[src/verilog/pcmv_pkg.sv]
// constants of the variable-rate pcm serial port
package pcmv_pkg;
   localparam int          WORD_W        = 8;
   localparam int          CLK_MHZ       = 125;
   localparam int          STANDBY_MS    = 30;
   localparam int          STANDBY_CYC   = STANDBY_MS * CLK_MHZ * 1000;
   localparam int          MCLK_STOP_US  = 20;
   localparam int          MCLK_STOP_CYC = MCLK_STOP_US * CLK_MHZ;
   localparam int          MCLK_W        = $clog2(MCLK_STOP_CYC + 1);
   localparam int          AZ_W          = 8;
   localparam logic [7:0]  WORD_RST      = 8'h00;
   localparam logic [2:0]  TX_CNT_RST    = 3'h0;
   localparam logic [3:0]  RX_CNT_RST    = 4'h8;
   localparam logic [3:0]  RX_CNT_LAST   = 4'h7;
   localparam logic [7:0]  AZ_RST        = 8'h00;
   localparam logic [7:0]  AZ_MAX        = 8'h7f;
   localparam logic [7:0]  AZ_MIN        = 8'h80;
endpackage : pcmv_pkg

[src/verilog/pcmv_port.sv]
// variable-rate pcm highway port: tx/rx shifters, standby, clock watch, autozero
`timescale 1ns/1ps
module pcmv_port
   import pcmv_pkg::*;
#(
   parameter int STANDBY_CYCLES = STANDBY_CYC
)(
   input  wire logic              clock,
   input  wire logic              rst_n,
   input  wire logic              master_clock,
   input  wire logic              rx_clk_tied_rail,
   input  wire logic              power_down_select,
   input  wire logic              tx_bit_clock,
   input  wire logic              tx_frame_sync,
   input  wire logic              rx_bit_clock,
   input  wire logic              rx_frame_sync,
   input  wire logic              rx_pcm_in,
   input  wire logic [WORD_W-1:0] enc_word,
   input  wire logic              enc_valid,
   output logic                   tx_pcm_out,
   output logic                   tx_pcm_oe,
   output logic                   timeslot_strobe_out,
   output logic                   timeslot_strobe_oe,
   output logic [WORD_W-1:0]      rx_word,
   output logic                   rx_word_valid,
   output logic                   tx_standby,
   output logic                   rx_standby,
   output logic [AZ_W-1:0]        az_trim
);
   localparam int SB_W = $clog2(STANDBY_CYCLES + 1);
   localparam logic [SB_W-1:0] SB_LAST = SB_W'(STANDBY_CYCLES - 1);
   localparam logic [MCLK_W-1:0] MCLK_LAST = MCLK_W'(MCLK_STOP_CYC - 1);

   if (STANDBY_CYCLES < 2 || WORD_W != 8 || AZ_W != 8)
   begin : g_bad_param
      $error("pcmv_port: unsupported parameter values");
   end

   // saturating idle counter step, used by the separate idle counter of each channel
   function automatic logic [SB_W-1:0] idle_step(input logic fs, input logic [SB_W-1:0] c);
      if (fs)
         return '0;
      else if (c == SB_LAST)
         return c;
      else
         return c + SB_W'(1);
   endfunction : idle_step

   ////////////////////////////////////////////////////////////////////////////////
   // pin synchronisers: [0] -> [1] is the pair, [2] is history for edge finding
   logic [2:0] txc_q, rxc_q, fsx_q, fsr_q, mck_q;
   logic [1:0] dr_q, pdn_q, tie_q;

   always_ff @(posedge clock)
   begin
      if (!rst_n)
      begin
         txc_q <= '0;
         rxc_q <= '0;
         fsx_q <= '0;
         fsr_q <= '0;
         mck_q <= '0;
         dr_q  <= '0;
         pdn_q <= '0;
         tie_q <= 2'h3;
      end
      else
      begin
         txc_q <= {txc_q[1:0], tx_bit_clock};
         rxc_q <= {rxc_q[1:0], rx_bit_clock};
         fsx_q <= {fsx_q[1:0], tx_frame_sync};
         fsr_q <= {fsr_q[1:0], rx_frame_sync};
         mck_q <= {mck_q[1:0], master_clock};
         dr_q  <= {dr_q[0], rx_pcm_in};
         pdn_q <= {pdn_q[0], power_down_select};
         tie_q <= {tie_q[0], rx_clk_tied_rail};
      end
   end

   logic txc_rise, rxc_fall, fsx_rise, fsr_rise, mck_edge, en_w;
   assign txc_rise = txc_q[1] & ~txc_q[2];
   assign rxc_fall = ~rxc_q[1] & rxc_q[2];
   assign fsx_rise = fsx_q[1] & ~fsx_q[2];
   assign fsr_rise = fsr_q[1] & ~fsr_q[2];
   assign mck_edge = mck_q[1] ^ mck_q[2];

   ////////////////////////////////////////////////////////////////////////////////
   // port state
   logic [WORD_W-1:0] tx_word_q, tx_word_d, tx_pend_q, tx_pend_d;
   logic [2:0]        tx_cnt_q, tx_cnt_d;
   logic [SB_W-1:0]   tx_idle_q, tx_idle_d, rx_idle_q, rx_idle_d;
   logic              tx_sb_q, tx_sb_d, rx_sb_q, rx_sb_d;
   logic [WORD_W-1:0] rx_shift_q, rx_shift_d, rx_word_q, rx_word_d;
   logic [3:0]        rx_cnt_q, rx_cnt_d;
   logic              rx_valid_q, rx_valid_d;
   logic [MCLK_W-1:0] mck_cnt_q, mck_cnt_d;
   logic              mck_stop_q, mck_stop_d;
   logic [AZ_W-1:0]   az_q, az_d;
   logic              out_q, out_d, oe_q, oe_d;
   logic [WORD_W-1:0] word_src;
   logic [2:0]        cnt_src;
   logic [3:0]        rcnt_src;
   logic              tx_bit_now;

   // fixed-rate mode is not served, so tying the rx clock to the rail idles the port
   assign en_w = ~tie_q[1] & pdn_q[1] & ~mck_stop_q;

   always_comb
   begin
      tx_pend_d  = enc_valid ? enc_word : tx_pend_q;
      word_src   = fsx_rise ? tx_pend_q : tx_word_q;
      cnt_src    = fsx_rise ? TX_CNT_RST : tx_cnt_q;
      tx_bit_now = word_src[3'h7 - cnt_src];
      tx_word_d  = word_src;
      tx_cnt_d   = cnt_src;
      out_d      = out_q;
      oe_d       = oe_q;
      tx_idle_d  = idle_step(fsx_q[1], tx_idle_q);
      tx_sb_d    = fsx_q[1] ? 1'b0 : (tx_sb_q | (tx_idle_q == SB_LAST));
      if (en_w && fsx_q[1] && txc_rise && !tx_sb_q)
      begin
         out_d    = tx_bit_now;
         oe_d     = 1'b1;
         tx_cnt_d = cnt_src + 3'h1;
      end
      if (!en_w || !fsx_q[1] || tx_sb_q)
      begin
         out_d = 1'b0;
         oe_d  = 1'b0;
      end

      // after eight bits the receiver waits for the next sync rising edge
      rcnt_src   = fsr_rise ? 4'h0 : rx_cnt_q;
      rx_cnt_d   = rcnt_src;
      rx_shift_d = rx_shift_q;
      rx_word_d  = rx_word_q;
      rx_valid_d = 1'b0;
      rx_idle_d  = idle_step(fsr_q[1], rx_idle_q);
      rx_sb_d    = fsr_q[1] ? 1'b0 : (rx_sb_q | (rx_idle_q == SB_LAST));
      if (en_w && fsr_q[1] && rxc_fall && !rx_sb_q && rcnt_src < RX_CNT_RST)
      begin
         rx_shift_d = {rx_shift_q[WORD_W-2:0], dr_q[1]};
         rx_cnt_d   = rcnt_src + 4'h1;
         if (rcnt_src == RX_CNT_LAST)
         begin
            rx_word_d  = {rx_shift_q[WORD_W-2:0], dr_q[1]};
            rx_valid_d = 1'b1;
         end
      end

      mck_cnt_d  = mck_edge ? '0 : ((mck_cnt_q == MCLK_LAST) ? mck_cnt_q
                                                            : mck_cnt_q + MCLK_W'(1));
      mck_stop_d = mck_edge ? 1'b0 : (mck_stop_q | (mck_cnt_q == MCLK_LAST));

      // sign bit set means positive: trim tracks the sign-bit imbalance, saturating
      az_d = az_q;
      if (enc_valid && en_w)
      begin
         if (enc_word[WORD_W-1] && az_q != AZ_MAX)
            az_d = az_q + 8'h01;
         else if (!enc_word[WORD_W-1] && az_q != AZ_MIN)
            az_d = az_q - 8'h01;
      end
   end

   always_ff @(posedge clock)
   begin
      if (!rst_n)
      begin
         tx_word_q  <= WORD_RST;
         tx_pend_q  <= WORD_RST;
         tx_cnt_q   <= TX_CNT_RST;
         tx_idle_q  <= '0;
         tx_sb_q    <= 1'b1;
         rx_idle_q  <= '0;
         rx_sb_q    <= 1'b1;
         rx_shift_q <= WORD_RST;
         rx_word_q  <= WORD_RST;
         rx_cnt_q   <= RX_CNT_RST;
         rx_valid_q <= 1'b0;
         mck_cnt_q  <= '0;
         mck_stop_q <= 1'b0;
         az_q       <= AZ_RST;
         out_q      <= 1'b0;
         oe_q       <= 1'b0;
      end
      else
      begin
         tx_word_q  <= tx_word_d;
         tx_pend_q  <= tx_pend_d;
         tx_cnt_q   <= tx_cnt_d;
         tx_idle_q  <= tx_idle_d;
         tx_sb_q    <= tx_sb_d;
         rx_idle_q  <= rx_idle_d;
         rx_sb_q    <= rx_sb_d;
         rx_shift_q <= rx_shift_d;
         rx_word_q  <= rx_word_d;
         rx_cnt_q   <= rx_cnt_d;
         rx_valid_q <= rx_valid_d;
         mck_cnt_q  <= mck_cnt_d;
         mck_stop_q <= mck_stop_d;
         az_q       <= az_d;
         out_q      <= out_d;
         oe_q       <= oe_d;
      end
   end

   // strobe is open drain: pulled low exactly while the word is on the highway
   assign tx_pcm_out          = out_q;
   assign tx_pcm_oe           = oe_q;
   assign timeslot_strobe_out = 1'b0;
   assign timeslot_strobe_oe  = oe_q;
   assign rx_word             = rx_word_q;
   assign rx_word_valid       = rx_valid_q;
   assign tx_standby          = tx_sb_q;
   assign rx_standby          = rx_sb_q;
   assign az_trim             = az_q;
endmodule : pcmv_port

[config.mk]
export PLATFORM = sky130hd
export DESIGN_NAME = pcmv_port
export DESIGN_NICKNAME = d
export VERILOG_FILES = /design/src/verilog/pcmv_pkg.sv /design/src/verilog/pcmv_port.sv
export SDC_FILE = /design/constraint.sdc
export NUM_CORES = 1
export LEC_CHECK = 0
export ABC_AREA = 1
export ABC_CLOCK_PERIOD_IN_PS = 4000
export BUFFER_PORTS_ARGS = -buffer_cell sky130_fd_sc_hd__buf_2
export CAP_MARGIN = 20
export CORE_ASPECT_RATIO = 0.7
export CORE_MARGIN = 8
export CORE_UTILIZATION = 30
export DETAILED_ROUTE_END_ITERATION = 8
export RECOVER_POWER = 100
export SETUP_SLACK_MARGIN = 0.5
export SLEW_MARGIN = 0
export SYNTH_ARGS = -nofsm -noshare
export SYNTH_HDL_FRONTEND = slang
export SYNTH_SLANG_ARGS = --single-unit
[constraint.sdc]
create_clock -name clock -period 4 [get_ports clock]
set_input_delay 0.8 -clock clock [delete_from_list [all_inputs] [get_ports clock]]
set_output_delay 0.8 -clock clock [all_outputs]
set_load 0.01 [all_outputs]
# Word level (Yosys, flattened, before mapping)
# Index checks and enable logic that the tools add are counted.
[totals]
regBits = 129
in_bits = 19
output_inout_bits = 23
word_cells = 94
[op_classes]
n_addsub = 8
order_cmp = 2
n_eq_ne = 6
n_mux = 12
bitwise_logic = 17
reduce_logical = 25
[op_table]
columns = ["op", "count"]
rows = [
  ["$add A22 B1 Y22 const B", 2],
  ["$eq A22 B22 Y1 const B", 2],
  ["$mux W8", 3],
  ["$add A12 B1 Y12 const B", 1],
  ["$eq A12 B12 Y1 const B", 1],
  ["$logic_and A1 B1 Y1", 10],
  ["$add A8 B1 Y8 const B", 1],
  ["$mux W4", 2],
  ["$ne A8 B7 Y1 const B", 1],
  ["$ne A8 B8 Y1 const B", 1],
  ["$reduce_or A2 Y1", 4],
  ["$sub A8 B1 Y8 const B", 1],
  ["$not A1 Y1", 7],
  ["$and A1 B1 Y1", 6],
  ["$mux W3", 2],
  ["$reduce_and A2 Y1", 3],
  ["$logic_not A1 Y1", 5],
  ["$add A4 B1 Y4 const B", 1],
  ["$eq A4 B3 Y1 const B", 1],
  ["$lt A3 B4 Y1 const B", 1],
  ["$lt A4 B4 Y1 const B", 1],
  ["$mux W1", 4],
  ["$add A3 B1 Y3 const B", 1],
  ["$bmux W1 S3", 1],
  ["other kinds (5)", 8],
]

# Logic depth before layout (Yosys ltp)
# Gate-level depths: netlist of the first run.
[depth]
ltp_word = 8
depth_mapped = 15
ltp_nobuf = 15

# Least setup slack after synthesis of the first run
# OpenSTA, ideal clock, no wires.
[synth_timing]
path_type = "input to register"
start = "input port enc_word[7]"
end = "register az_q[7], in the netlist az_trim[7]"
setup_time_ps = 110
arrival_time_ps = 1966
required_time_ps = 3890
setup_slack_ps = 1924
path_stages = 11
path_buffers = 0
path_cell_list = "nand2_1 -> ha_1 -> nand3_1 -> nand3_1 -> nand2_1 -> nand2_1 -> nor2_1 -> nor2_1 -> nand3_1 -> nand2_1 -> nor2_1"
[synth_via]
elab_chain_cells = 4
elab_cells_between_ends = 6
classes_between = "mux: 1; reduce/logical: 5"
[synth_rtl]
columns = ["item", "line", "source"]
rows = [
  ["start, declared", "pcmv_port.sv:18", "input wire logic [WORD_W-1:0] enc_word,"],
  ["$logic_not A1 Y1", "pcmv_port.sv:161", "else if (!enc_word[WORD_W-1] && az_q != AZ_MIN)"],
  ["$logic_and A1 B1 Y1", "pcmv_port.sv:161", ""],
  ["$reduce_bool A2 Y1 (no line)", "--", ""],
  ["$reduce_and A2 Y1 (no line)", "--", ""],
  ["end signal, assigned", "pcmv_port.sv:202", "az_q <= az_d;"],
  ["end, declared", "pcmv_port.sv:98", "logic [AZ_W-1:0] az_q, az_d;"],
]
# Parallel ways exist; a longest one is shown, timed or not.
# A chain may end at the register's enable or synchronous reset.

# Worst setup path in the final report of the first run
[layout_timing]
start = "input port rst_n"
end = "register mck_q[1]"
[layout_lines]
columns = ["item", "line", "source"]
rows = [
  ["start, declared", "pcmv_port.sv:9", "input wire logic rst_n,"],
  ["end signal, assigned", "pcmv_port.sv:73", "mck_q <= {mck_q[1:0], master_clock};"],
  ["end, declared", "pcmv_port.sv:51", "logic [2:0] txc_q, rxc_q, fsx_q, fsr_q, mck_q;"],
]
# No word-level cell between the ends.

==> results of run 1 <==
-- final cells by class --
cell class,count,area share (%)
timing repair buffer,42,2.63
clock inverter,12,1.95
clock buffer,20,6.65
sequential,129,37.6
multi-input combinational,541,39.2
tap,264,4.81
inverter,130,7.11
-- critical path, cell delays in order --
cell      delay [ns]
buf_2           0.09
clkbuf_1        1.53
nand2_1         0.37
inv_1           0.14
-- cell usage in the layout, fill, tap and decap left out, types with 3 or more instances in the layout --
master / instances
a211oi_1: 4
a21oi_1: 71
buf_2: 18
clkbuf_1: 25
clkbuf_16: 17
clkinvlp_4: 5
dfxtp_1: 129
ha_1: 11
inv_1: 124
inv_2: 6
nand2_1: 154
nand2_2: 3
nand3_1: 35
nand3_2: 4
nand4_1: 19
nor2_1: 113
nor2_4: 3
nor3_1: 25
nor4_1: 5
o21ai_0: 52
or2_2: 3
xnor2_1: 6
xor2_1: 12
-- sequential cells by signal, indices dropped and copies added (netlist names) --
name / flops
timeslot_strobe_oe: 1
dr_q: 2
rx_standby: 1
az_trim: 8
tx_idle_q: 22
tx_standby: 1
txc_q: 3
tx_pend_q: 8
rxc_q: 3
rx_idle_q: 22
pdn_q: 2
mck_stop_q: 1
tx_word_q: 8
rx_word_valid: 1
tie_q: 2
mck_cnt_q: 12
mck_q: 3
tx_cnt_q: 3
rx_cnt_q: 4
tx_pcm_out: 1
fsx_q: 3
rx_word: 8
rx_shift_q: 7
fsr_q: 3
-- final timing paths --
check                                 from    endpoint  slack [ns]  cells after the start
worst max register to register  az_trim[0]  az_trim[7]        1.68                     14
worst max-delay path                 rst_n    mck_q[1]        1.39                      4
worst min register to register    fsr_q[0]    fsr_q[1]        0.41                      2
worst min-delay path              fsr_q[0]    fsr_q[1]        0.41                      2
-- power by group --
part           total (mW)  leakage (nW)  switching [mW]  internal, mW
registers            1.33          1.05          0.0175          1.31
clock network        1.54         0.275           0.591         0.952
logic               0.116          1.60          0.0749        0.0411
total                2.99          2.92           0.683          2.31
-- cell usage after synthesis (2+ instances only) --
master	instances
clkbuf_1	11
buf_4	4
nand2_2	3
nor3_4	2
nor4_1	5
nor2_4	4
buf_2	3
a211oi_1	4
o21ai_0	49
inv_1	123
xor2_1	12
nand2_1	154
xnor2_1	6
nor2_2	2
o21a_1	2
dfxtp_1	129
inv_2	7
nand3_1	35
and3_1	2
nor3_1	25
nor2_1	112
nand4_1	19
ha_1	11
o21ai_1	4
nand3_2	4
or2_2	3
o211ai_1	2
a21oi_1	71
-- layer usage --
metal / global-route usage, % / wire length, um / up-vias
met2: 15.9 / 5040 / 80
met3: 3.50 / 530 / 9
met5: 0 / 0 / -
met4: 3.51 / 104 / 0
met1: 16.3 / 7610 / 2213
li1: - / - / 2699
-- stage by stage --
step / hold WS, ns / cells / util [%] / worst slack, ns
floorplan: 0.390 / 818 / - / 1.92
global placement: 0.396 / 1106 / 33.2 / 1.52
detailed placement: 0.398 / 1106 / 33.2 / 1.46
CTS: 0.411 / 1138 / 36.3 / 1.76
global route: 0.444 / 1138 / 36.1 / 1.14
finish: 0.413 / 1138 / 36.1 / 1.39
-- cells by family after synthesis --
kind of cell / count (synthesis)
AOI/OAI and AO/OA: 137
xor gates and xnor gates: 18
adders and majority gates: 12
buffers and inverters: 148
DFF: 129
other: 1
and+or+nand+nor: 373
==> impl_metrics.py, run 1 <==
metrics = {
    "final_layout": {
        "fill_cells": 2033,
        "antenna_cells": 0,
        "fin_area_sq_mm": 0.00686,
        "drive_above_1_share_pct": 8.47,
        "multi_input_area_sq_mm": 0.00269,
        "final_nets": 892,
        "syn_to_final_growth_pct": 17.2,
        "regArea_sq_mm": 0.00258,
    },
    "pwr": {
        "vdd_drop_max_v": 0.000289,
        "power_density_mw_per_mm2": 436,
        "leakage_nw": 2.92,
        "power_mw": 2.99,
    },
    "cts": {
        "cts_tree": "built",
        "cts_setup_buffers": 0,
        "clk_pin_slew_ns": 0.05,
        "worstSkewPairLatency_ns": 0.41,
        "numClockSinks": 129,
        "cts_resized": 0,
        "htree_levels": 4,
        "cts_buffers": 17,
        "ctsLongestPathBuffers": 2,
        "cts_root_buf": "clkbuf_16",
        "postCtsHoldBufs": 0,
    },
    "die": {
        "die_x_um": 183,
        "pin_count": 42,
        "die_area_sq_mm": 0.0243,
        "core_sq_mm": 0.0190,
        "die_h_um": 133,
        "start_util_pct": 30.8,
        "std_cell_rows": 42,
    },
    "global_routing": {
        "grt_max_degree": 50,
        "gr-total-overflow": 0,
        "grt_pass1_wl_mm": 22.9,
        "first_global_vias": 4730,
        "grt_use_total_pct": 11.4,
        "antenna_found_initial": 0,
    },
    "sta": {
        "rsz0062_at_grt": "no",
        "fin_crit_sh_pct": 65.3,
        "fmax_mhz": 383,
        "setup-violations-final": 0,
        "tns_ns": 0,
        "min_period_ns": 2.61,
        "slew_violations": 50,
        "slew_headroom_pct": -43.5,
        "hold_violations": 0,
        "worst_slew_pin_slew_ns": 2.15,
        "fin_skew_ns": 0.0104,
    },
    "worst_setup_path": {
        "path_max_fanout": 49,
        "cp_data_arrival_time_ns": 2.95,
        "worst_setup_path_end_kind": "flip-flop",
        "required_ns": 4.33,
        "critical_path_class": "in -> reg",
        "cp-start-kind": "primary input",
    },
    "synth": {
        "synthCells": 818,
        "synth_top_area_share_pct": 44.1,
        "yosysWarnings": 0,
        "synth-compound-area-share_pct": 12.3,
        "synth_cell_types": 38,
        "synth_fp_nets": 849,
        "synth_area_leaders": "dfxtp_1, nand2_1, inv_1",
        "synth_edf_count": 0,
        "synth_xor_area_share_pct": 2.69,
        "ys_seq_area_share_pct": 44.1,
        "synthMuxAreaShare_pct": 0,
        "syn_area_sq_mm": 0.00586,
        "avgSynthCellArea_sq_um": 7.16,
        "yosys.area_share.simple_pct": 28.4,
        "async_flop_share_pct": 0,
        "synth_seq_cells": 129,
        "synth.largest_area_cell": "dfxtp_1",
        "synthAdderAreaFrac_pct": 2.69,
        "synthFlopType": "dfxtp_1",
        "synth_top_family_by_area": "simple AND/OR/NAND/NOR gates",
    },
    "placed_design": {
        "gp_congestion": 0.849,
        "port_buffers": 40,
        "placed_area_sq_mm": 0.00631,
        "dp_hpwl_mm": 9.41,
    },
    "route": {
        "routedWlPerCell_um": 11.7,
        "first_iter_violations": 332,
        "dr.pass1.iters": 5,
        "wirelength_mm": 13.3,
        "drc": 0,
        "routed-via-count": 5001,
        "vias_per_cell": 4.39,
        "drtAntennaViolNets": 0,
    },
    "min_path": {
        "hold_class": "reg -> reg",
    },
    "outcome": {
        "violations": "max-capacitance violations, max-slew violations",
        "status": "complete, but fails checks",
    },
    "flow_run": {
        "cap_violations": 1,
    },
}
No activity file was read; power rests on OpenSTA's default activity.
==> run 2, diff against run 1 <==
--- a/config.mk
+++ b/config.mk
@@ -5,8 +5,8 @@
 export SDC_FILE = /design/constraint.sdc
 export NUM_CORES = 1
 export LEC_CHECK = 0
-export ABC_AREA = 1
-export ABC_CLOCK_PERIOD_IN_PS = 4000
+export ABC_AREA = 0
+export ABC_CLOCK_PERIOD_IN_PS = 2200
 export BUFFER_PORTS_ARGS = -buffer_cell sky130_fd_sc_hd__buf_2
 export CAP_MARGIN = 20
 export CORE_ASPECT_RATIO = 0.7
==> constraint.sdc (replaced) <==
create_clock -name clock -period 2.2 [get_ports clock]
set_input_delay 0.44 -clock clock [delete_from_list [all_inputs] [get_ports clock]]
set_output_delay 0.44 -clock clock [all_outputs]
set_load 0.01 [all_outputs]
==> run 2 against run 1 <==
Effect of this change: the flow now finishes without violations; count of clock-buffer cells in the layout is 1 lower; non-clock buffer count grew 33; global-route usage fell by 1.0 points; critical path type is now reg -> reg; critical endpoint is now az_trim[7].
==> impl_metrics.py, run 2 <==
metrics = {
    "outcome": {
        "status": "completed",
    },
    "sta": {
        "min_period_ns": 2.13,
        "slew_violations": 0,
        "slew_headroom_pct": 37.4,
        "tns_ns": 0,
        "worst_slew_pin_slew_ns": 0.938,
        "fmax_mhz": 469,
        "fin_hold_ws_ns": 0.205,
        "rsz0062_at_grt": "yes",
        "hold_violations": 0,
        "fin_crit_sh_pct": 97.0,
        "fin_skew_ns": 0.00644,
        "setup-violations-final": 0,
        "fin_ws_ns": 0.0665,
    },
    "route": {
        "first_iter_violations": 223,
        "vias_per_cell": 4.52,
        "dr.pass1.iters": 5,
        "routedWlPerCell_um": 12.8,
        "wirelength_mm": 11.6,
        "routed-via-count": 4115,
        "drc": 0,
        "drtAntennaViolNets": 0,
    },
    "global_routing": {
        "first_global_vias": 3871,
        "grt_max_degree": 32,
        "grt_use_total_pct": 10.4,
        "gr-total-overflow": 0,
        "grt_pass1_wl_mm": 19.2,
        "antenna_found_initial": 0,
    },
    "die": {
        "die_area_sq_mm": 0.0228,
        "die_x_um": 177,
        "core_sq_mm": 0.0179,
        "pin_count": 42,
        "start_util_pct": 30.4,
        "die_h_um": 129,
        "std_cell_rows": 41,
    },
    "min_path": {
        "hold_class": "in -> reg",
    },
    "pwr": {
        "power_density_mw_per_mm2": 826,
        "leakage_nw": 2.66,
        "vdd_drop_max_v": 0.000422,
    },
    "synth": {
        "avgSynthCellArea_sq_um": 9.26,
        "yosysMostFrequentCell": "dfxtp_1",
        "synthCells": 587,
        "syn_area_sq_mm": 0.00544,
        "synth.largest_area_cell": "dfxtp_1",
        "synth_cell_types": 53,
        "synth_edf_count": 0,
        "yosysWarnings": 0,
        "async_flop_share_pct": 0,
        "ys_seq_area_share_pct": 47.5,
        "synth_seq_cells": 129,
        "synth_area_leaders": "dfxtp_1, mux2i_1, nor2_1",
        "synth_top_area_share_pct": 47.5,
        "synthFlopType": "dfxtp_1",
        "synth_fp_nets": 618,
        "synthTopCellsByCount": "dfxtp_1, nor2_1, nand2_1, mux2i_1, xor2_1",
    },
    "cts": {
        "htree_levels": 4,
        "numClockSinks": 129,
        "cts_buffers": 17,
        "worstSkewPairLatency_ns": 0.41,
        "clk_pin_slew_ns": 0.06,
        "cts_root_buf": "clkbuf_16",
        "ctsLongestPathBuffers": 2,
        "cts_tree": "built",
    },
    "final_layout": {
        "final_common_cell": "dfxtp_1",
        "antenna_cells": 0,
        "final_util_pct": 38.2,
        "syn_to_final_growth_pct": 25.9,
        "final_cell_mix": "dfxtp_1, nor2_1, nand2_1",
        "fin_area_sq_mm": 0.00685,
        "final_nets": 692,
        "reg.largest.list": "rx_idle_q x22, tx_idle_q x22, mck_cnt_q x12",
        "drive_above_1_share_pct": 17.5,
    },
    "worst_setup_path": {
        "r2r_setup_slack_ns": 0.07,
        "cp-start-kind": "flip-flop",
        "critical_path_class": "reg -> reg",
        "required_ns": 2.51,
        "cp_data_arrival_time_ns": 2.44,
        "worst_setup_path_end_kind": "flip-flop",
        "path_max_fanout": 7,
    },
    "placed_design": {
        "pre_cts_ws_ns": 0.0839,
        "gp_congestion": 0.782,
        "port_buffers": 40,
        "dp_hpwl_mm": 7.57,
        "placed_area_sq_mm": 0.00604,
    },
    "flow_run": {
        "cap_violations": 0,
    },
}
-- run 2: cell count changes after synthesis, moves of 16 or more --
| cell | previous run | this run |
|---|---|---|
| inv_1 | 123 | 8 |
| mux2i_1 | 0 | 34 |
| a21oi_1 | 71 | 26 |
| o21ai_0 | 49 | 20 |
| nand2_1 | 154 | 48 |
| nor2_1 | 112 | 83 |
| xnor2_1 | 6 | 22 |
| and2_1 | 0 | 26 |
| xor2_1 | 12 | 30 |
-- run 2: power by group --
part | internal, mW | switching, mW | total (mW)
Sequential | 2.38 | 0.0281 | 2.40
Clock | 1.95 | 1.09 | 3.04
Combinational | 0.0863 | 0.119 | 0.205
Total | 4.41 | 1.24 | 5.65
-- run 2: critical path, cell delays in order (launching register included) --
cell and delay (ns):
dfxtp_2 0.33, nand4b_1 0.17, o21a_1 0.22, inv_4 0.13, ha_4 0.24, a21o_1 0.18
a31o_2 0.21, a21oi_2 0.12, mux2_4 0.31, mux2i_1 0.11
-- run 2: cell families after synthesis --
family                     share of synthesized area (%)
AOI/OAI and AO/OA                                   6.42
muxes                                               7.30
adders and majority gates                           2.90
DFF                                                 47.5
buffers and inverters                               2.28
xor gates and xnor gates                            8.38
other                                             0.0690
and+or+nand+nor                                     25.2
-- run 2: cell type report --
cell class              instances  area, sq um
clock buffers                  19          443
fillers                      1794        11100
multi-input cells             429         2850
flip-flops and latches        129         2610
well taps                     236          295
clock inverters                13          199
repair buffers                 75          420
inverters                       9         36.3
-- run 2: metal layers --
metal	vias up	share of wire [%]	wire length (um)	global-route usage, %
li1	2175	-	-	-
met1	1879	55	6400	15.1
met2	52	40	4640	13.8
met3	9	4.2	489	2.99
met4	0	0.94	110	4.88
met5	-	0	0	0
-- run 2: metrics by stage --
step	total power, mW	cells
2_1_floorplan	2.58	587
3_3_place_gp	2.65	859
3_5_place_dp	2.65	859
4_1_cts	5.73	899
5_1_grt	5.87	910
6_report	5.65	910
-- run 2: timing repair --
action                     4_1_cts  5_1_grt
hold endpoints to repair         0        0
pin swaps                       10       13
setup buffers                    8       10
hold buffers                     0        0
gates resized for setup         14       25
cloned                           0        1
setup endpoints to repair       23       42
-- run 2: path summary, 6_finish.rpt --
| kind | startpoint | end | cells after the start |
|---|---|---|---|
| max reg2reg | az_trim[7] | az_trim[7] | 9 |
| min reg2reg | tie_q[0] | tie_q[1] | 1 |
| min | rx_clk_tied_rail | tie_q[0] | 2 |
| max | az_trim[7] | az_trim[7] | 9 |
==> run 3, diff against run 2 <==
--- a/config.mk
+++ b/config.mk
@@ -6,7 +6,7 @@
 export NUM_CORES = 1
 export LEC_CHECK = 0
 export ABC_AREA = 0
-export ABC_CLOCK_PERIOD_IN_PS = 2200
+export ABC_CLOCK_PERIOD_IN_PS = 2300
 export BUFFER_PORTS_ARGS = -buffer_cell sky130_fd_sc_hd__buf_2
 export CAP_MARGIN = 20
 export CORE_ASPECT_RATIO = 0.7
==> constraint.sdc (replaced) <==
create_clock -name clock -period 2.3 [get_ports clock]
set_input_delay 0.46 -clock clock [delete_from_list [all_inputs] [get_ports clock]]
set_output_delay 0.46 -clock clock [all_outputs]
set_load 0.01 [all_outputs]
==> run 3 against run 2 <==
Effect of this change: register-to-register slack better by 0.09 ns; sequential share of layout area is 0.62 points higher; hold slack better by 0.018 ns; critical path depth stayed put; via count hardly changed; highest routed layer unchanged; largest power group unchanged; cell count is 0.11% lower.
==> impl_metrics.py, run 3 (synthesized netlist as in run 2, its figures left out) <==
metrics = {
    "sta": {
        "fin_ws_ns": 0.160,
        "slew_violations": 0,
        "fin_crit_sh_pct": 93.1,
        "hold_violations": 0,
        "fmax_mhz": 467,
        "fin_skew_ns": 0.00896,
        "worst_slew_pin_slew_ns": 1.16,
        "tns_ns": 0,
        "setup-violations-final": 0,
        "min_period_ns": 2.14,
        "fin_hold_ws_ns": 0.223,
        "rsz0062_at_grt": "yes",
        "slew_headroom_pct": 22.7,
    },
    "cts": {
        "cts_root_buf": "clkbuf_16",
        "htree_levels": 4,
        "ctsLongestPathBuffers": 2,
        "clk_pin_slew_ns": 0.06,
        "cts_buffers": 17,
        "cts_tree": "built",
        "numClockSinks": 129,
        "worstSkewPairLatency_ns": 0.41,
    },
    "global_routing": {
        "grt_use_total_pct": 10.3,
        "antenna_found_initial": 0,
        "first_global_vias": 3878,
        "grt_pass1_wl_mm": 18.8,
        "grt_max_degree": 30,
        "gr-total-overflow": 0,
    },
    "worst_setup_path": {
        "slowest_delay_ns": 0.32,
        "r2r_setup_slack_ns": 0.16,
        "cpLargestDelayFamily": "compound AO/OA/AOI/OAI gates",
        "endpoint": "az_trim[7]",
        "r2r_start": "az_trim[7]",
        "r2r_cells": 9,
        "cp_num_buf_inv": 1,
        "cp_data_arrival_time_ns": 2.44,
        "critical_path_class": "reg -> reg",
        "startpoint": "az_trim[7]",
        "cp-start-kind": "flip-flop",
        "required_ns": 2.60,
        "worst_setup_path_end_kind": "flip-flop",
        "path_cells": "nand4b_1 -> o21a_1 -> inv_4 -> ha_4 -> a21o_1 -> a31o_2 -> a21oi_2 -> mux2_4 -> mux2i_1",
        "path_max_fanout": 7,
        "r2r-end": "az_trim[7]",
        "crit_cells": 9,
        "slowest_stage": "dfxtp_2",
    },
    "flow_run": {
        "cap_violations": 0,
    },
    "min_path": {
        "hold_class": "in -> reg",
        "hold_start": "rx_clk_tied_rail",
    },
    "final_layout": {
        "multi_input_area_sq_mm": 0.00281,
        "fin_area_sq_mm": 0.00674,
        "fill_cells": 1833,
        "syn_to_final_growth_pct": 24.1,
        "antenna_cells": 0,
        "final_util_pct": 37.7,
        "drive_above_1_share_pct": 16.6,
        "reg.largest.list": "rx_idle_q x22, tx_idle_q x22, mck_cnt_q x12",
        "final_common_cell": "dfxtp_1",
        "regArea_sq_mm": 0.00261,
        "final_cell_mix": "dfxtp_1, nor2_1, nand2_1",
        "layoutNonFillerInstCount": 909,
        "final_nets": 691,
    },
    "placed_design": {
        "gp_congestion": 0.783,
        "dpl.cell_count": 856,
        "port_buffers": 40,
        "placed_area_sq_mm": 0.00602,
        "dp_hpwl_mm": 7.52,
        "pre_cts_ws_ns": 0.0523,
    },
    "die": {
        "die_area_sq_mm": 0.0228,
        "pin_count": 42,
        "start_util_pct": 30.4,
        "die_x_um": 177,
        "core_sq_mm": 0.0179,
        "std_cell_rows": 41,
        "die_h_um": 129,
    },
    "route": {
        "routedWlPerCell_um": 12.1,
        "vias_per_cell": 4.52,
        "drc": 0,
        "dr.pass1.iters": 4,
        "first_iter_violations": 180,
        "routed-via-count": 4113,
        "wirelength_mm": 11.0,
        "drtAntennaViolNets": 0,
    },
    "pwr": {
        "power_density_mw_per_mm2": 758,
        "power_mw": 5.11,
        "vdd_drop_max_v": 0.000410,
        "leakage_nw": 2.62,
    },
    "outcome": {
        "status": "completed",
    },
}
[run 3: cell types whose count changed in the layout (fill, tap and decap cells not counted), moves of 3 or more]
cell	change
a21oi_1	+3
a21oi_2	-3
and2_0	+6
and2_1	-6
bufinv_16	-3
nor4_2	+3
o21ai_0	-3
[run 3: worst min path at each step]
stage                     slack, ns       end  cells past startpoint
after floorplan                0.39  tie_q[1]                      1
after global routing           0.21  tie_q[0]                      2
after CTS                      0.20  tie_q[0]                      2
after global placement         0.39  tie_q[1]                      1
after detailed placement       0.40  tie_q[1]                      1
final                          0.22  tie_q[0]                      2
[run 3: worst register-to-register path: cells and delay by family (launching register included)]
kind	cells	cell delay, ns
flops	1	0.32
compound gates	4	0.77
mux	2	0.43
buf+inv	1	0.13
simple gates	1	0.16
fa+ha+maj	1	0.21
[run 3: power by group]
part	switching, mW	total, mW	internal [mW]	leakage [nW]
clock	1.03	2.63	1.60	0.291
combinational	0.108	0.186	0.0781	1.28
sequential	0.0270	2.30	2.27	1.05
[run 3: what timing repair did]
action,in CTS,in global routing
setup buffers,13,8
resized for setup,5,19
pin swaps,9,3
endpoints found under the setup margin,7,37
hold endpoints to repair,0,0
cloned,0,0
hold buffers,0,0
[run 3: cell type report]
| class | instances | share of cell area, % |
|---|---|---|
| flip-flops and latches | 129 | 38.7 |
| clock buffers | 20 | 6.92 |
| clock inverters | 12 | 1.74 |
| multi-input cells | 429 | 41.7 |
| inverters | 9 | 0.538 |
| repair buffers | 74 | 6.03 |
| well taps | 236 | 4.38 |
[run 3: layer usage]
metal | global-route usage, % | wire [um] | vias to the layer above
li1 | - | - | 2172
met1 | 14.4 | 5970 | 1888
met2 | 13.8 | 4440 | 47
met3 | 3.31 | 480 | 6
met4 | 5.03 | 98 | 0
met5 | 0 | 0 | -
